$ cat src/rtl/csm_pkg.sv
// package: register map, field layout and types of the comparator status and mask select block
package csm_pkg;
  localparam int unsigned NUM_CMP          = 4;
  localparam logic [11:0] ADDR_STATUS      = 12'h000;
  localparam logic [11:0] ADDR_MASK_SRC    = 12'h004;
  localparam logic [11:0] ADDR_CMP_CTRL0   = 12'h008;
  localparam logic [11:0] ADDR_IRQ_STATUS  = 12'h018;
  localparam logic [11:0] ADDR_IRQ_MASK    = 12'h01C;
  localparam int unsigned CTRL_STRIDE      = 4;
  localparam int unsigned POS_STOP_IDLE    = 15;
  localparam int unsigned POS_EVENT_LO     = 8;
  localparam int unsigned POS_OUTPUT_LO    = 0;
  localparam int unsigned POS_CTRL_EVENT   = 9;
  localparam int unsigned POS_CTRL_OUTPUT  = 8;
  localparam int unsigned POS_CTRL_POL     = 4;
  localparam int unsigned POS_CTRL_ENABLE  = 15;
  localparam logic [15:0] RST_CTRL         = 16'h0000;
  localparam logic [3:0]  RST_MASK_SRC     = 4'h0;
  localparam logic [3:0]  SRC_PWM_LAST     = 4'h5;
  localparam logic [3:0]  SRC_TRIG18       = 4'hC;
  localparam logic [3:0]  SRC_TRIG19       = 4'hD;
  localparam logic [3:0]  SRC_FAULT2       = 4'hE;
  localparam logic [3:0]  SRC_FAULT4       = 4'hF;

  typedef struct packed {
    logic [11:0] paddr;
    logic        psel;
    logic        penable;
    logic        pwrite;
    logic [31:0] pwdata;
  } csm_apb_req_t;

  typedef struct packed {
    logic [31:0] prdata;
    logic        pready;
    logic        pslverr;
  } csm_apb_rsp_t;

  typedef struct packed {
    logic [5:0] pwm;
    logic       trigger_out_18;
    logic       trigger_out_19;
    logic       fault_input_2;
    logic       fault_input_4;
  } csm_blank_src_t;
endpackage : csm_pkg

$ cat src/rtl/csm_top.sv
// comparator shared status, local control, mask-A source select and interrupt logic
//
// Added by the designer: register access over APB and the address map.
`timescale 1ns/100ps
//==========================================================================
// Summary of operation
// - stop-in-idle halts all comparators during idle
// - one event status bit per comparator
// - event bits mirror control bit nine
// - output bits mirror control bit eight
// - polarity bit inverts the output sense
// - mask A code picks blanking source
// - unimplemented status bits read zero
module csm_top #(
  parameter int unsigned NUM_CMP = csm_pkg::NUM_CMP
) (
  input  wire logic                    clk,          // 25 MHz peripheral clock
  input  wire logic                    rst_n,        // async reset, active low
  input  wire csm_pkg::csm_apb_req_t   apb_req,      // apb request
  output csm_pkg::csm_apb_rsp_t        apb_rsp,      // apb response
  input  wire logic                    idle_mode,    // device in idle
  input  wire logic [NUM_CMP-1:0]      cmp_raw,      // analog compare, vin+ > vin-, async
  input  wire csm_pkg::csm_blank_src_t blank_src,    // blanking sources, async
  output logic [NUM_CMP-1:0]           cmp_run,      // comparator running
  output logic                         mask_a_blank, // selected blanking input
  output logic                         irq           // level interrupt
);
  initial begin
    if (NUM_CMP != 4) $error("csm_top supports exactly four comparators");
  end

  //========================================================================
  // reset release
  logic rst_s1_ff;
  logic rst_s2_ff;
  always_ff @(posedge clk or negedge rst_n) begin
    if (!rst_n) begin
      rst_s1_ff <= 1'b0;
      rst_s2_ff <= 1'b0;
    end else begin
      rst_s1_ff <= 1'b1;
      rst_s2_ff <= rst_s1_ff;
    end
  end
  wire rst_sync_n = rst_s2_ff;

  //========================================================================
  // input synchronisers: three stages, change taken when stages two and three agree
  localparam int unsigned SW = NUM_CMP + 10;
  wire  [SW-1:0] async_in = {blank_src, cmp_raw};
  logic [SW-1:0] sy1_ff;
  logic [SW-1:0] sy2_ff;
  logic [SW-1:0] sy3_ff;
  logic [SW-1:0] clean_ff;
  wire  [SW-1:0] agree = ~(sy2_ff ^ sy3_ff);
  wire  [SW-1:0] nxt_clean = (agree & sy3_ff) | (~agree & clean_ff);
  always_ff @(posedge clk or negedge rst_sync_n) begin
    if (!rst_sync_n) begin
      sy1_ff   <= '0;
      sy2_ff   <= '0;
      sy3_ff   <= '0;
      clean_ff <= '0;
    end else begin
      sy1_ff   <= async_in;
      sy2_ff   <= sy1_ff;
      sy3_ff   <= sy2_ff;
      clean_ff <= nxt_clean;
    end
  end
  wire [NUM_CMP-1:0]       cmp_clean = clean_ff[NUM_CMP-1:0];
  csm_pkg::csm_blank_src_t src_clean;
  assign src_clean = clean_ff[SW-1:NUM_CMP];

  //========================================================================
  // apb decode
  wire acc      = apb_req.psel & apb_req.penable;
  wire wr       = acc & apb_req.pwrite;
  wire sel_stat = apb_req.paddr == csm_pkg::ADDR_STATUS;
  wire sel_msk  = apb_req.paddr == csm_pkg::ADDR_MASK_SRC;
  wire sel_ist  = apb_req.paddr == csm_pkg::ADDR_IRQ_STATUS;
  wire sel_imk  = apb_req.paddr == csm_pkg::ADDR_IRQ_MASK;
  wire [NUM_CMP-1:0] sel_ctl;
  for (genvar i = 0; i < NUM_CMP; i++) begin : g_dec
    assign sel_ctl[i] = apb_req.paddr ==
      12'(csm_pkg::ADDR_CMP_CTRL0 + 12'(i * csm_pkg::CTRL_STRIDE));
  end
  wire mapped = sel_stat | sel_msk | sel_ist | sel_imk | (|sel_ctl);

  //========================================================================
  // shared status control and mask select
  logic       stop_idle_ff;
  logic [3:0] mask_a_source_ff;
  always_ff @(posedge clk or negedge rst_sync_n) begin
    if (!rst_sync_n) begin
      stop_idle_ff     <= 1'b0;
      mask_a_source_ff <= csm_pkg::RST_MASK_SRC;
    end else begin
      if (wr && sel_stat) begin
        stop_idle_ff <= apb_req.pwdata[csm_pkg::POS_STOP_IDLE];
      end
      if (wr && sel_msk) begin
        mask_a_source_ff <= apb_req.pwdata[3:0];
      end
    end
  end

  //========================================================================
  // per-comparator control: enable, polarity, event, output
  logic [NUM_CMP-1:0] en_ff;
  logic [NUM_CMP-1:0] pol_ff;
  logic [NUM_CMP-1:0] evt_ff;
  logic [NUM_CMP-1:0] out_ff;
  assign cmp_run = en_ff & ~{NUM_CMP{stop_idle_ff & idle_mode}};
  wire [NUM_CMP-1:0] nxt_out = cmp_run & (cmp_clean ^ pol_ff);
  // an event is any change of a running comparator's output
  wire [NUM_CMP-1:0] evt_hit = cmp_run & (nxt_out ^ out_ff);
  wire [NUM_CMP-1:0] evt_clr;
  for (genvar i = 0; i < NUM_CMP; i++) begin : g_clr
    assign evt_clr[i] = wr & sel_ctl[i] & ~apb_req.pwdata[csm_pkg::POS_CTRL_EVENT];
  end
  wire [NUM_CMP-1:0] nxt_evt = evt_hit | (evt_ff & ~evt_clr);
  always_ff @(posedge clk or negedge rst_sync_n) begin
    if (!rst_sync_n) begin
      en_ff  <= '0;
      pol_ff <= '0;
      evt_ff <= '0;
      out_ff <= '0;
    end else begin
      for (int i = 0; i < NUM_CMP; i++) begin
        if (wr && sel_ctl[i]) begin
          en_ff[i]  <= apb_req.pwdata[csm_pkg::POS_CTRL_ENABLE];
          pol_ff[i] <= apb_req.pwdata[csm_pkg::POS_CTRL_POL];
        end
      end
      // event set wins over a clear in the same cycle
      evt_ff <= nxt_evt;
      out_ff <= nxt_out;
    end
  end

  //========================================================================
  // mask A blanking source
  // source selection
  assign mask_a_blank =
    (mask_a_source_ff <= csm_pkg::SRC_PWM_LAST) ? src_clean.pwm[mask_a_source_ff[2:0]] :
    (mask_a_source_ff == csm_pkg::SRC_TRIG18)   ? src_clean.trigger_out_18 :
    (mask_a_source_ff == csm_pkg::SRC_TRIG19)   ? src_clean.trigger_out_19 :
    (mask_a_source_ff == csm_pkg::SRC_FAULT2)   ? src_clean.fault_input_2 :
    (mask_a_source_ff == csm_pkg::SRC_FAULT4)   ? src_clean.fault_input_4 : 1'b0;

  //========================================================================
  // interrupts: event rise sets sticky bit, write one clears
  logic [NUM_CMP-1:0] irq_stat_ff;
  logic [NUM_CMP-1:0] irq_mask_ff;
  wire  [NUM_CMP-1:0] irq_w1c = {NUM_CMP{wr & sel_ist}} & apb_req.pwdata[NUM_CMP-1:0];
  wire  [NUM_CMP-1:0] nxt_irq_stat = (nxt_evt & ~evt_ff) | (irq_stat_ff & ~irq_w1c);
  always_ff @(posedge clk or negedge rst_sync_n) begin
    if (!rst_sync_n) begin
      irq_stat_ff <= '0;
      irq_mask_ff <= '0;
    end else begin
      irq_stat_ff <= nxt_irq_stat;
      if (wr && sel_imk) begin
        irq_mask_ff <= apb_req.pwdata[NUM_CMP-1:0];
      end
    end
  end
  assign irq = |(irq_stat_ff & irq_mask_ff);

  //========================================================================
  // read mux
  // event bits in status
  wire [15:0] status_word = 16'({stop_idle_ff, 15'h0000}) |
                            16'({evt_ff, 8'h00}) | 16'(out_ff);
  logic [15:0] ctl_word;
  always_comb begin
    ctl_word = 16'h0000;
    for (int i = 0; i < NUM_CMP; i++) begin
      if (sel_ctl[i]) begin
        ctl_word = 16'({en_ff[i], 5'h00, evt_ff[i], out_ff[i], 3'h0, pol_ff[i], 4'h0});
      end
    end
  end
  wire [31:0] rd_word =
    sel_stat ? {16'h0000, status_word} :
    sel_msk  ? {28'h0000000, mask_a_source_ff} :
    sel_ist  ? {28'h0000000, irq_stat_ff} :
    sel_imk  ? {28'h0000000, irq_mask_ff} : {16'h0000, ctl_word};

  logic [31:0] prdata_ff;
  logic        pslverr_ff;
  always_ff @(posedge clk or negedge rst_sync_n) begin
    if (!rst_sync_n) begin
      prdata_ff  <= 32'h00000000;
      pslverr_ff <= 1'b0;
    end else begin
      prdata_ff  <= (apb_req.psel && !apb_req.penable && !apb_req.pwrite && mapped) ?
                    rd_word : 32'h00000000;
      pslverr_ff <= apb_req.psel & ~apb_req.penable & ~mapped;
    end
  end
  assign apb_rsp.prdata  = prdata_ff;
  assign apb_rsp.pready  = 1'b1;
  assign apb_rsp.pslverr = pslverr_ff & acc;

  //========================================================================
  // checks
  a_idle_halt: assert property (@(posedge clk) disable iff (!rst_sync_n)
    (stop_idle_ff && idle_mode) |-> cmp_run == '0)
    else $error("comparators run while stopped in idle");
  a_idle_keep: assert property (@(posedge clk) disable iff (!rst_sync_n)
    (!stop_idle_ff || !idle_mode) |-> cmp_run == en_ff)
    else $error("comparators halted outside stop-in-idle");
  a_evt_sticky: assert property (@(posedge clk) disable iff (!rst_sync_n)
    (evt_ff[0] && !evt_clr[0]) |=> evt_ff[0])
    else $error("event flag lost without a clear");
  a_evt_mirror: assert property (@(posedge clk) disable iff (!rst_sync_n)
    status_word[11:8] == evt_ff)
    else $error("status event bits differ from control event bits");
  a_out_mirror: assert property (@(posedge clk) disable iff (!rst_sync_n)
    status_word[3:0] == out_ff)
    else $error("status output bits differ from control output bits");
  a_pol_sense: assert property (@(posedge clk) disable iff (!rst_sync_n)
    cmp_run[0] |=> out_ff[0] == ($past(cmp_clean[0]) ^ $past(pol_ff[0])))
    else $error("output sense does not follow polarity");
  a_src_fault4: assert property (@(posedge clk) disable iff (!rst_sync_n)
    mask_a_source_ff == csm_pkg::SRC_FAULT4 |-> mask_a_blank == src_clean.fault_input_4)
    else $error("code 1111 does not select fault 4");
  a_src_reserved: assert property (@(posedge clk) disable iff (!rst_sync_n)
    (mask_a_source_ff > csm_pkg::SRC_PWM_LAST && mask_a_source_ff < csm_pkg::SRC_TRIG18)
      |-> !mask_a_blank)
    else $error("reserved mask code drives blanking");
  a_unused_zero: assert property (@(posedge clk) disable iff (!rst_sync_n)
    status_word[14:12] == 3'h0 && status_word[7:4] == 4'h0)
    else $error("unimplemented status bits not zero");
  a_stat_nowrite: assert property (@(posedge clk) disable iff (!rst_sync_n)
    (wr && sel_stat && !evt_hit[0]) |=> evt_ff[0] == $past(evt_ff[0]))
    else $error("status write changed an event flag");

  //========================================================================
  // sequential checks: the register checks look one edge ahead, so a broken register shows up; the source select and upper data checks look at the same edge

  a_evt_set: assert property (@(posedge clk) disable iff (!rst_sync_n)
    evt_hit[1] |=> evt_ff[1])
    else $error("event did not set its flag");

  a_evt_clear: assert property (@(posedge clk) disable iff (!rst_sync_n)
    (evt_clr[2] && !evt_hit[2]) |=> !evt_ff[2])
    else $error("event flag not cleared by control write");

  a_evt_hold: assert property (@(posedge clk) disable iff (!rst_sync_n)
    (!evt_hit[3] && !evt_clr[3]) |=> evt_ff[3] == $past(evt_ff[3]))
    else $error("event flag changed without event or clear");

  a_stop_write: assert property (@(posedge clk) disable iff (!rst_sync_n)
    (wr && sel_stat) |=> stop_idle_ff == $past(apb_req.pwdata[15]))
    else $error("stop-in-idle bit not taken from write");

  a_stop_keep: assert property (@(posedge clk) disable iff (!rst_sync_n)
    !(wr && sel_stat) |=> stop_idle_ff == $past(stop_idle_ff))
    else $error("stop-in-idle bit changed without write");

  a_out_halt: assert property (@(posedge clk) disable iff (!rst_sync_n)
    !cmp_run[3] |=> !out_ff[3])
    else $error("halted comparator output not low");

  a_pol_inv: assert property (@(posedge clk) disable iff (!rst_sync_n)
    cmp_run[1] |=> out_ff[1] == ($past(cmp_clean[1]) ^ $past(pol_ff[1])))
    else $error("second comparator sense does not follow polarity");

  a_src_pwm0: assert property (@(posedge clk) disable iff (!rst_sync_n)
    mask_a_source_ff == 4'h0 |-> mask_a_blank == src_clean.pwm[0])
    else $error("code 0000 does not select first pwm low");

  a_src_pwm3: assert property (@(posedge clk) disable iff (!rst_sync_n)
    mask_a_source_ff == 4'h3 |-> mask_a_blank == src_clean.pwm[3])
    else $error("code 0011 does not select second pwm high");

  a_src_pwm5: assert property (@(posedge clk) disable iff (!rst_sync_n)
    mask_a_source_ff == 4'h5 |-> mask_a_blank == src_clean.pwm[5])
    else $error("code 0101 does not select third pwm high");

  a_src_trig18: assert property (@(posedge clk) disable iff (!rst_sync_n)
    mask_a_source_ff == 4'hC |-> mask_a_blank == src_clean.trigger_out_18)
    else $error("code 1100 does not select trigger 18");

  a_src_trig19: assert property (@(posedge clk) disable iff (!rst_sync_n)
    mask_a_source_ff == 4'hD |-> mask_a_blank == src_clean.trigger_out_19)
    else $error("code 1101 does not select trigger 19");

  a_src_fault2: assert property (@(posedge clk) disable iff (!rst_sync_n)
    mask_a_source_ff == 4'hE |-> mask_a_blank == src_clean.fault_input_2)
    else $error("code 1110 does not select fault 2");

  a_mask_write: assert property (@(posedge clk) disable iff (!rst_sync_n)
    (wr && sel_msk) |=> mask_a_source_ff == $past(apb_req.pwdata[3:0]))
    else $error("mask source not taken from write");

  a_stat_read: assert property (@(posedge clk) disable iff (!rst_sync_n)
    (apb_req.psel && !apb_req.penable && !apb_req.pwrite && sel_stat)
      |=> apb_rsp.prdata[11:8] == $past(evt_ff))
    else $error("status read does not return event flags");

  a_upper_zero: assert property (@(posedge clk) disable iff (!rst_sync_n)
    apb_rsp.prdata[31:16] == 16'h0000)
    else $error("upper read data bits not zero");

  // event rise sets interrupt
  a_irq_set: assert property (@(posedge clk) disable iff (!rst_sync_n)
    (nxt_evt[0] && !evt_ff[0]) |=> irq_stat_ff[0])
    else $error("event rise did not set interrupt status");

  // write one clears interrupt
  a_irq_clear: assert property (@(posedge clk) disable iff (!rst_sync_n)
    (irq_w1c[1] && !(nxt_evt[1] && !evt_ff[1])) |=> !irq_stat_ff[1])
    else $error("interrupt status not cleared by write one");

  // unmapped address flags error
  a_unmapped_err: assert property (@(posedge clk) disable iff (!rst_sync_n)
    (apb_req.psel && !apb_req.penable && !mapped) ##1 (apb_req.psel && apb_req.penable) |-> apb_rsp.pslverr)
    else $error("unmapped access without error response");

  // mapped address no error
  a_mapped_ok: assert property (@(posedge clk) disable iff (!rst_sync_n)
    (apb_req.psel && !apb_req.penable && mapped) |=> !apb_rsp.pslverr)
    else $error("mapped access flagged an error");
endmodule // csm_top

$ cat config.mk
export PLATFORM = sky130hd
export DESIGN_NAME = csm_top
export DESIGN_NICKNAME = d
export VERILOG_FILES = /design/src/rtl/csm_pkg.sv /design/src/rtl/csm_top.sv
export SDC_FILE = /design/constraint.sdc
export NUM_CORES = 1
export LEC_CHECK = 0
export CAP_MARGIN = 5
export CORE_MARGIN = 2
export CORE_UTILIZATION = 56
export CTS_CLUSTER_SIZE = 20
export DETAILED_ROUTE_END_ITERATION = 8
export DONT_BUFFER_PORTS = 1
export GPL_TIMING_DRIVEN = 0
export PLACE_DENSITY = 0.79
export SLEW_MARGIN = 20
export SYNTH_ARGS = -nofsm -noshare
export SYNTH_HDL_FRONTEND = slang
export SYNTH_SLANG_ARGS = --single-unit
$ cat constraint.sdc
create_clock -name clk -period 3 [get_ports clk]
set_input_delay 0.15 -clock clk [delete_from_list [all_inputs] [get_ports clk]]
set_output_delay 0.15 -clock clk [all_outputs]
set_load 0.1 [all_outputs]
# After elaboration in Yosys (flattened, before gate mapping)
# Cells that the tools add are included.
[totals]
elab_cells = 112
out_inout_bits = 40
regBits = 104
input_bits = 64
[classes]
n_eq_ne = 11
order_cmp = 2
bitwise = 46
muxes = 16
reduce_logical = 15
[ops]
columns = ["operator", "count"]
rows = [
  ["16-bit two-way mux", 9],
  ["12-bit by 5-bit == test with 1-bit output (second input constant)", 4],
  ["4-bit AND", 8],
  ["14-bit AND", 2],
  ["14-bit inverter", 2],
  ["12-bit by 4-bit == test with 1-bit output (second input constant)", 2],
  ["4-bit == test (second input constant)", 4],
  ["4-bit inverter", 4],
  ["16-bit by 12-bit OR with 16-bit output", 1],
  ["16-bit by 4-bit OR with 16-bit output", 1],
  ["1-bit AND", 15],
  ["14-bit OR", 1],
  ["14-bit bitwise XOR", 1],
  ["12-bit by 3-bit == test with 1-bit output (second input constant)", 1],
  ["12-bit zero test", 1],
  ["1-bit logical AND", 10],
  ["4-bit OR", 2],
  ["4-bit OR reduction", 2],
  ["4-bit bitwise XOR", 2],
  ["1-bit two-way mux", 6],
  ["4-bit by 3-bit less-or-equal comparator with 1-bit output (second input constant)", 1],
  ["3-bit by 4-bit less-than comparator with 1-bit output (second input constant)", 1],
  ["1-bit OR", 4],
  ["1-bit binary-select mux with 3-bit select", 1],
  ["2 further kinds", 5],
]

# Logic depth before layout (Yosys ltp)
[depth]
word_depth = 10
mapped_depth = 6
mapped_depth_nobuf = 4

# Worst setup path after synthesis
# Ideal clock, no wire load.
[synth_path]
path_type = "reg-to-output"
start = "register mask_a_source_ff[0]"
end = "output mask_a_blank"
required_ns = 2.850
arrival_ns = 2.678
path_buffers = 0
path_stages_with_launch = 3
path_slack_ns = 0.172
path_cell_list = "dfrtp_1 > mux2i_1 > o21ai_0"
[synth_between]
elab_chain_len = 6
elab_cells_between_ends = 12
cone_classes = "order compare: 1; eq/ne: 4; mux: 7"
[synth_lines]
columns = ["item", "line", "text"]
rows = [
  ["start: declaration", "csm_top.sv:92", "logic [3:0] mask_a_source_ff;"],
  ["start signal: assignment", "csm_top.sv:96", "mask_a_source_ff <= csm_pkg::RST_MASK_SRC;"],
  ["start signal: assignment", "csm_top.sv:102", "mask_a_source_ff <= apb_req.pwdata[3:0];"],
  ["4-bit == test", "csm_top.sv:149", "(mask_a_source_ff == csm_pkg::SRC_FAULT4) ? src_clean.fault_input_4 : 1'b0;"],
  ["1-bit two-way mux", "csm_top.sv:149", ""],
  ["1-bit two-way mux", "csm_top.sv:148", "(mask_a_source_ff == csm_pkg::SRC_FAULT2) ? src_clean.fault_input_2 :"],
  ["1-bit two-way mux", "csm_top.sv:147", "(mask_a_source_ff == csm_pkg::SRC_TRIG19) ? src_clean.trigger_out_19 :"],
  ["1-bit two-way mux", "csm_top.sv:146", "(mask_a_source_ff == csm_pkg::SRC_TRIG18) ? src_clean.trigger_out_18 :"],
  ["1-bit two-way mux *", "csm_top.sv:145", "(mask_a_source_ff <= csm_pkg::SRC_PWM_LAST) ? src_clean.pwm[mask_a_source_ff[2:0]] :"],
  ["end: declaration", "csm_top.sv:25", "output logic mask_a_blank,"],
]
# Mark *: on every way between the ends. The rest lies on a longest branch, timed or not. The select of a mux whose other input is x is not followed.

# Worst setup path after layout
# Same ends and word-level chain as after synthesis.

==> results by group <==
Power
  – Pleak: about 2.1 nW
  – Design Power: about 0.0026 W
  – Worst IR Drop VDD: 349 µV
  – Pwr per Cell Area: 567 nW/µm²

Finish
  – Area delta synth->final: 17.6%
  – Share of layout cells above drive strength 1: around a fifth
  – Fill count: 466
  – Sequential cell area: approximately 2500 µm²
  – Nets: roughly 400
  – N_diodes: 0
  – Area of the multi-input gates: between 1000 and 1500 µm²
  – Design Area, Final: approximately 4600 µm²

GRT
  – Total Routing Usage GR: between 20% and 30%
  – Largest net degree at the start of global routing: 57
  – First-pass GRT wire length: approximately 12 mm
  – Initial antenna violation count: 0
  – Vias in the first global route: about 2300
  – Global route overflow: 0

Floorplan
  – DIE AREA: around 7600 µm²
  – Total core area: 6760 µm²
  – Initial core utilization: ~58%
  – Die height: a little under 90 µm
  – Die Wd: slightly below 90 µm
  – Ports: approximately 100
  – Core Rows: 30

Worst setup path
  – Origin of the critical flop-to-flop path: stop_idle_ff
  – CP startpoint kind: flop
  – Critical path buffers and inverters: 0
  – Crit path depth: 3
  – Crit path cell chain: mux4_2 -> a32oi_1 -> o21ai_2
  – Largest delay contributor family on the critical path: compound AO/OA/AOI/OAI gates
  – CP Max Fanout: 5
  – R2R depth: 4
  – Worst setup EP type: primary output
  – R2R Path End: irq_stat_ff[3]
  – R2R Setup Slk: 1.05 ns
  – Crit path DAT: between 2 and 2.5 ns
  – Slowest stage delay, CP: approximately 0.56 ns
  – Critical setup path kind: reg2out
  – CP max-delay cell: mux4_2
  – Critical Path RT: roughly 2.9 ns

Hold path
  – Worst Hold Depth: 3
  – Worst hold path type: in2reg
  – Min-delay src: apb_req[43]
  – End of the worst hold path: prdata_ff[1]

Synth
  – Mean post-synth cell area: approximately 14 µm²
  – Cell variety after synth: 46
  – Post-Syn Instances: 283
  – FF+latch count, synth: 98
  – Mapped cell area: 3890 µm²
  – Asr flop ratio synth: 100%
  – Sequential-to-total area share from yosys stat: 63.0%
  – Synth Warn #: 0
  – Dominant synthesized flop cell: dfrtp_1
  – EDFF count, synth: 0

STA
  – Worst slew pin tran: 1.09 ns
  – PnR worst setup slack: around 0.83 ns
  – FMAX: between 0.4 and 0.5 GHz
  – Final count of hold timing violations: 0
  – Rel. slew slack: roughly 27%
  – TNS Setup: 0 ns
  – Final period util: ~72%
  – Max Transition Viols Final: 0
  – Final Critical Period: 2.17 ns
  – Setup-failing EPs final: 0
  – RSZ-0062 raised after global routing: false
  – Clk_skew: between 0.01 and 0.015 ns

Run status
  – Outcome: complete, no violations

CTS
  – Post-CTS Setup Bufs: 0
  – Clk Latency, worst-skew pair: around 0.37 ns
  – Clock sinks: 98
  – Clock Pin Slew Worst Setup and Hold Paths: roughly 0.10 ns
  – Total clock buffers created by CTS: 9
  – Worst-case clock buffer depth: 2
  – CTS tree: built
  – H-tree levels: 3
  – Root buffer selected by CTS: clkbuf_8

Placed design
  – Buffers on Ports: 0
  – Post-Place Cell Area: roughly 4100 µm²
  – Place WS: around 1.1 ns
  – HPWL Detailed: roughly 5 mm
  – Final RePlAce weighted congestion: between 0.8 and 0.9

Route
  – Router iterations before antenna repair: 5
  – Vias per cell: ~5.4
  – Initial drt markers: approximately 220
  – Total number of vias: 2317
  – Residual DRC: 0
  – Post-Route WL: ~7.2 mm
  – Antenna Nets Post-Route: 0
  – Per-cell routed wire length: 16.8 µm

Job
  – Max Cap Viol: 0
-- report_power, final --
group,internal (W),switching (W)
logic,0.0000808,0.000203
clock network,0.000426,0.000477
registers,0.00137,0.0000364
-- layout by cell type, fill, tap and decap left out, types with 2 or more instances in the layout --
cell type,Yosys,routed
o22a_1,5,5
nor2b_1,3,3
nand2_1,14,14
mux2_2,13,13
o2bb2ai_1,7,7
and3_1,5,5
dfrtp_1,98,97
clkbuf_8,0,10
inv_8,0,2
mux2i_1,8,8
nor3b_1,3,3
nand2b_1,2,2
a21oi_1,5,5
inv_1,5,5
conb_1,2,24
a22oi_1,2,2
inv_6,0,2
and2_1,6,6
clkbuf_1,5,5
nand4b_1,3,3
maj3_1,14,14
nor2_1,12,12
o21ai_0,3,2
nand3_1,2,2
xor2_1,8,8
buf_4,23,23
dlygate4sd3_1,0,25
nand4_1,5,5
mux4_2,2,2
a31oi_1,3,3
mux2_4,4,4
o31ai_1,3,3
-- cell families after synthesis --
family | share of synthesized area [%]
simple gates | 11.2
other cells | 0.193
fa+ha+maj | 3.60
flops | 63.0
buf+inv | 5.53
xor+xnor | 2.03
compound gates | 5.85
mux | 8.52
-- worst max path at each step --
| stage | slack [ns] | start | to |
|---|---|---|---|
| detailed placement | 1.08 | stop_idle_ff | irq_stat_ff[2] |
| CTS | 0.80 | mask_a_source_ff[0] | mask_a_blank |
| floorplan | 0.07 | rst_s2_ff | asynchronous set/reset pin |
| global placement | -0.80 | rst_s2_ff | prdata_ff[9] |
| finish | 0.83 | mask_a_source_ff[0] | mask_a_blank |
| global route | 0.73 | mask_a_source_ff[0] | mask_a_blank |
-- through the flow --
stage          util [%]  hold slack, ns  cells
6_report           67.7          0.0716    427
5_1_grt            67.7          0.0831    427
4_1_cts            67.7          0.0678    427
3_5_place_dp       60.8          -0.145    386
3_3_place_gp       60.3          -0.146    385
2_1_floorplan         -          -0.146    305
-- cell type report --
class	instances	area share (%)
multi-input cells	173	28.6
clock inverters	6	1.70
flip-flops and latches	98	53.7
plain buffers	29	4.30
well taps	80	2.19
clock buffers	10	3.01
inverters	5	0.410
repair buffers	26	6.07
-- tightest hold or removal path, stage by stage --
cell	delay [ns]
nor4_4	0.04
nand4_4	0.16
nor2_1	0.07
-- synthesized netlist by cell type (2+ instances only) --
cell type | instances | area [µm²]
a21oi_1 | 5 | 25.0
a22oi_1 | 2 | 15.0
a31oi_1 | 3 | 18.8
and2_1 | 6 | 37.5
and3_1 | 5 | 31.3
buf_4 | 23 | 173
clkbuf_1 | 5 | 18.8
conb_1 | 2 | 7.51
dfrtp_1 | 98 | 2450
inv_1 | 5 | 18.8
maj3_1 | 14 | 140
mux2_2 | 13 | 146
mux2_4 | 4 | 60.1
mux2i_1 | 8 | 80.1
mux4_2 | 2 | 45.0
nand2_1 | 14 | 52.6
nand2b_1 | 2 | 12.5
nand3_1 | 2 | 10.0
nand4_1 | 5 | 31.3
nand4b_1 | 3 | 26.3
nor2_1 | 12 | 45.0
nor2b_1 | 3 | 18.8
nor3b_1 | 3 | 22.5
o21ai_0 | 3 | 15.0
o22a_1 | 5 | 43.8
o2bb2ai_1 | 7 | 61.3
o31ai_1 | 3 | 22.5
xor2_1 | 8 | 70.1
-- repair_timing --
action                    CTS  global route
hold buffers               25             0
gates resized for setup     0             0
hold endpoints to repair   42             0
-- layer usage --
metal | vias up | track usage (%) | share of wire, %
met5 | - | 0 | 0
met4 | 0 | 11.0 | 3.3
met3 | 17 | 3.79 | 5.4
met2 | 87 | 32.1 | 48
met1 | 1142 | 27.8 | 43
li1 | 1071 | - | -
Power figures use the tool's default switching activity.
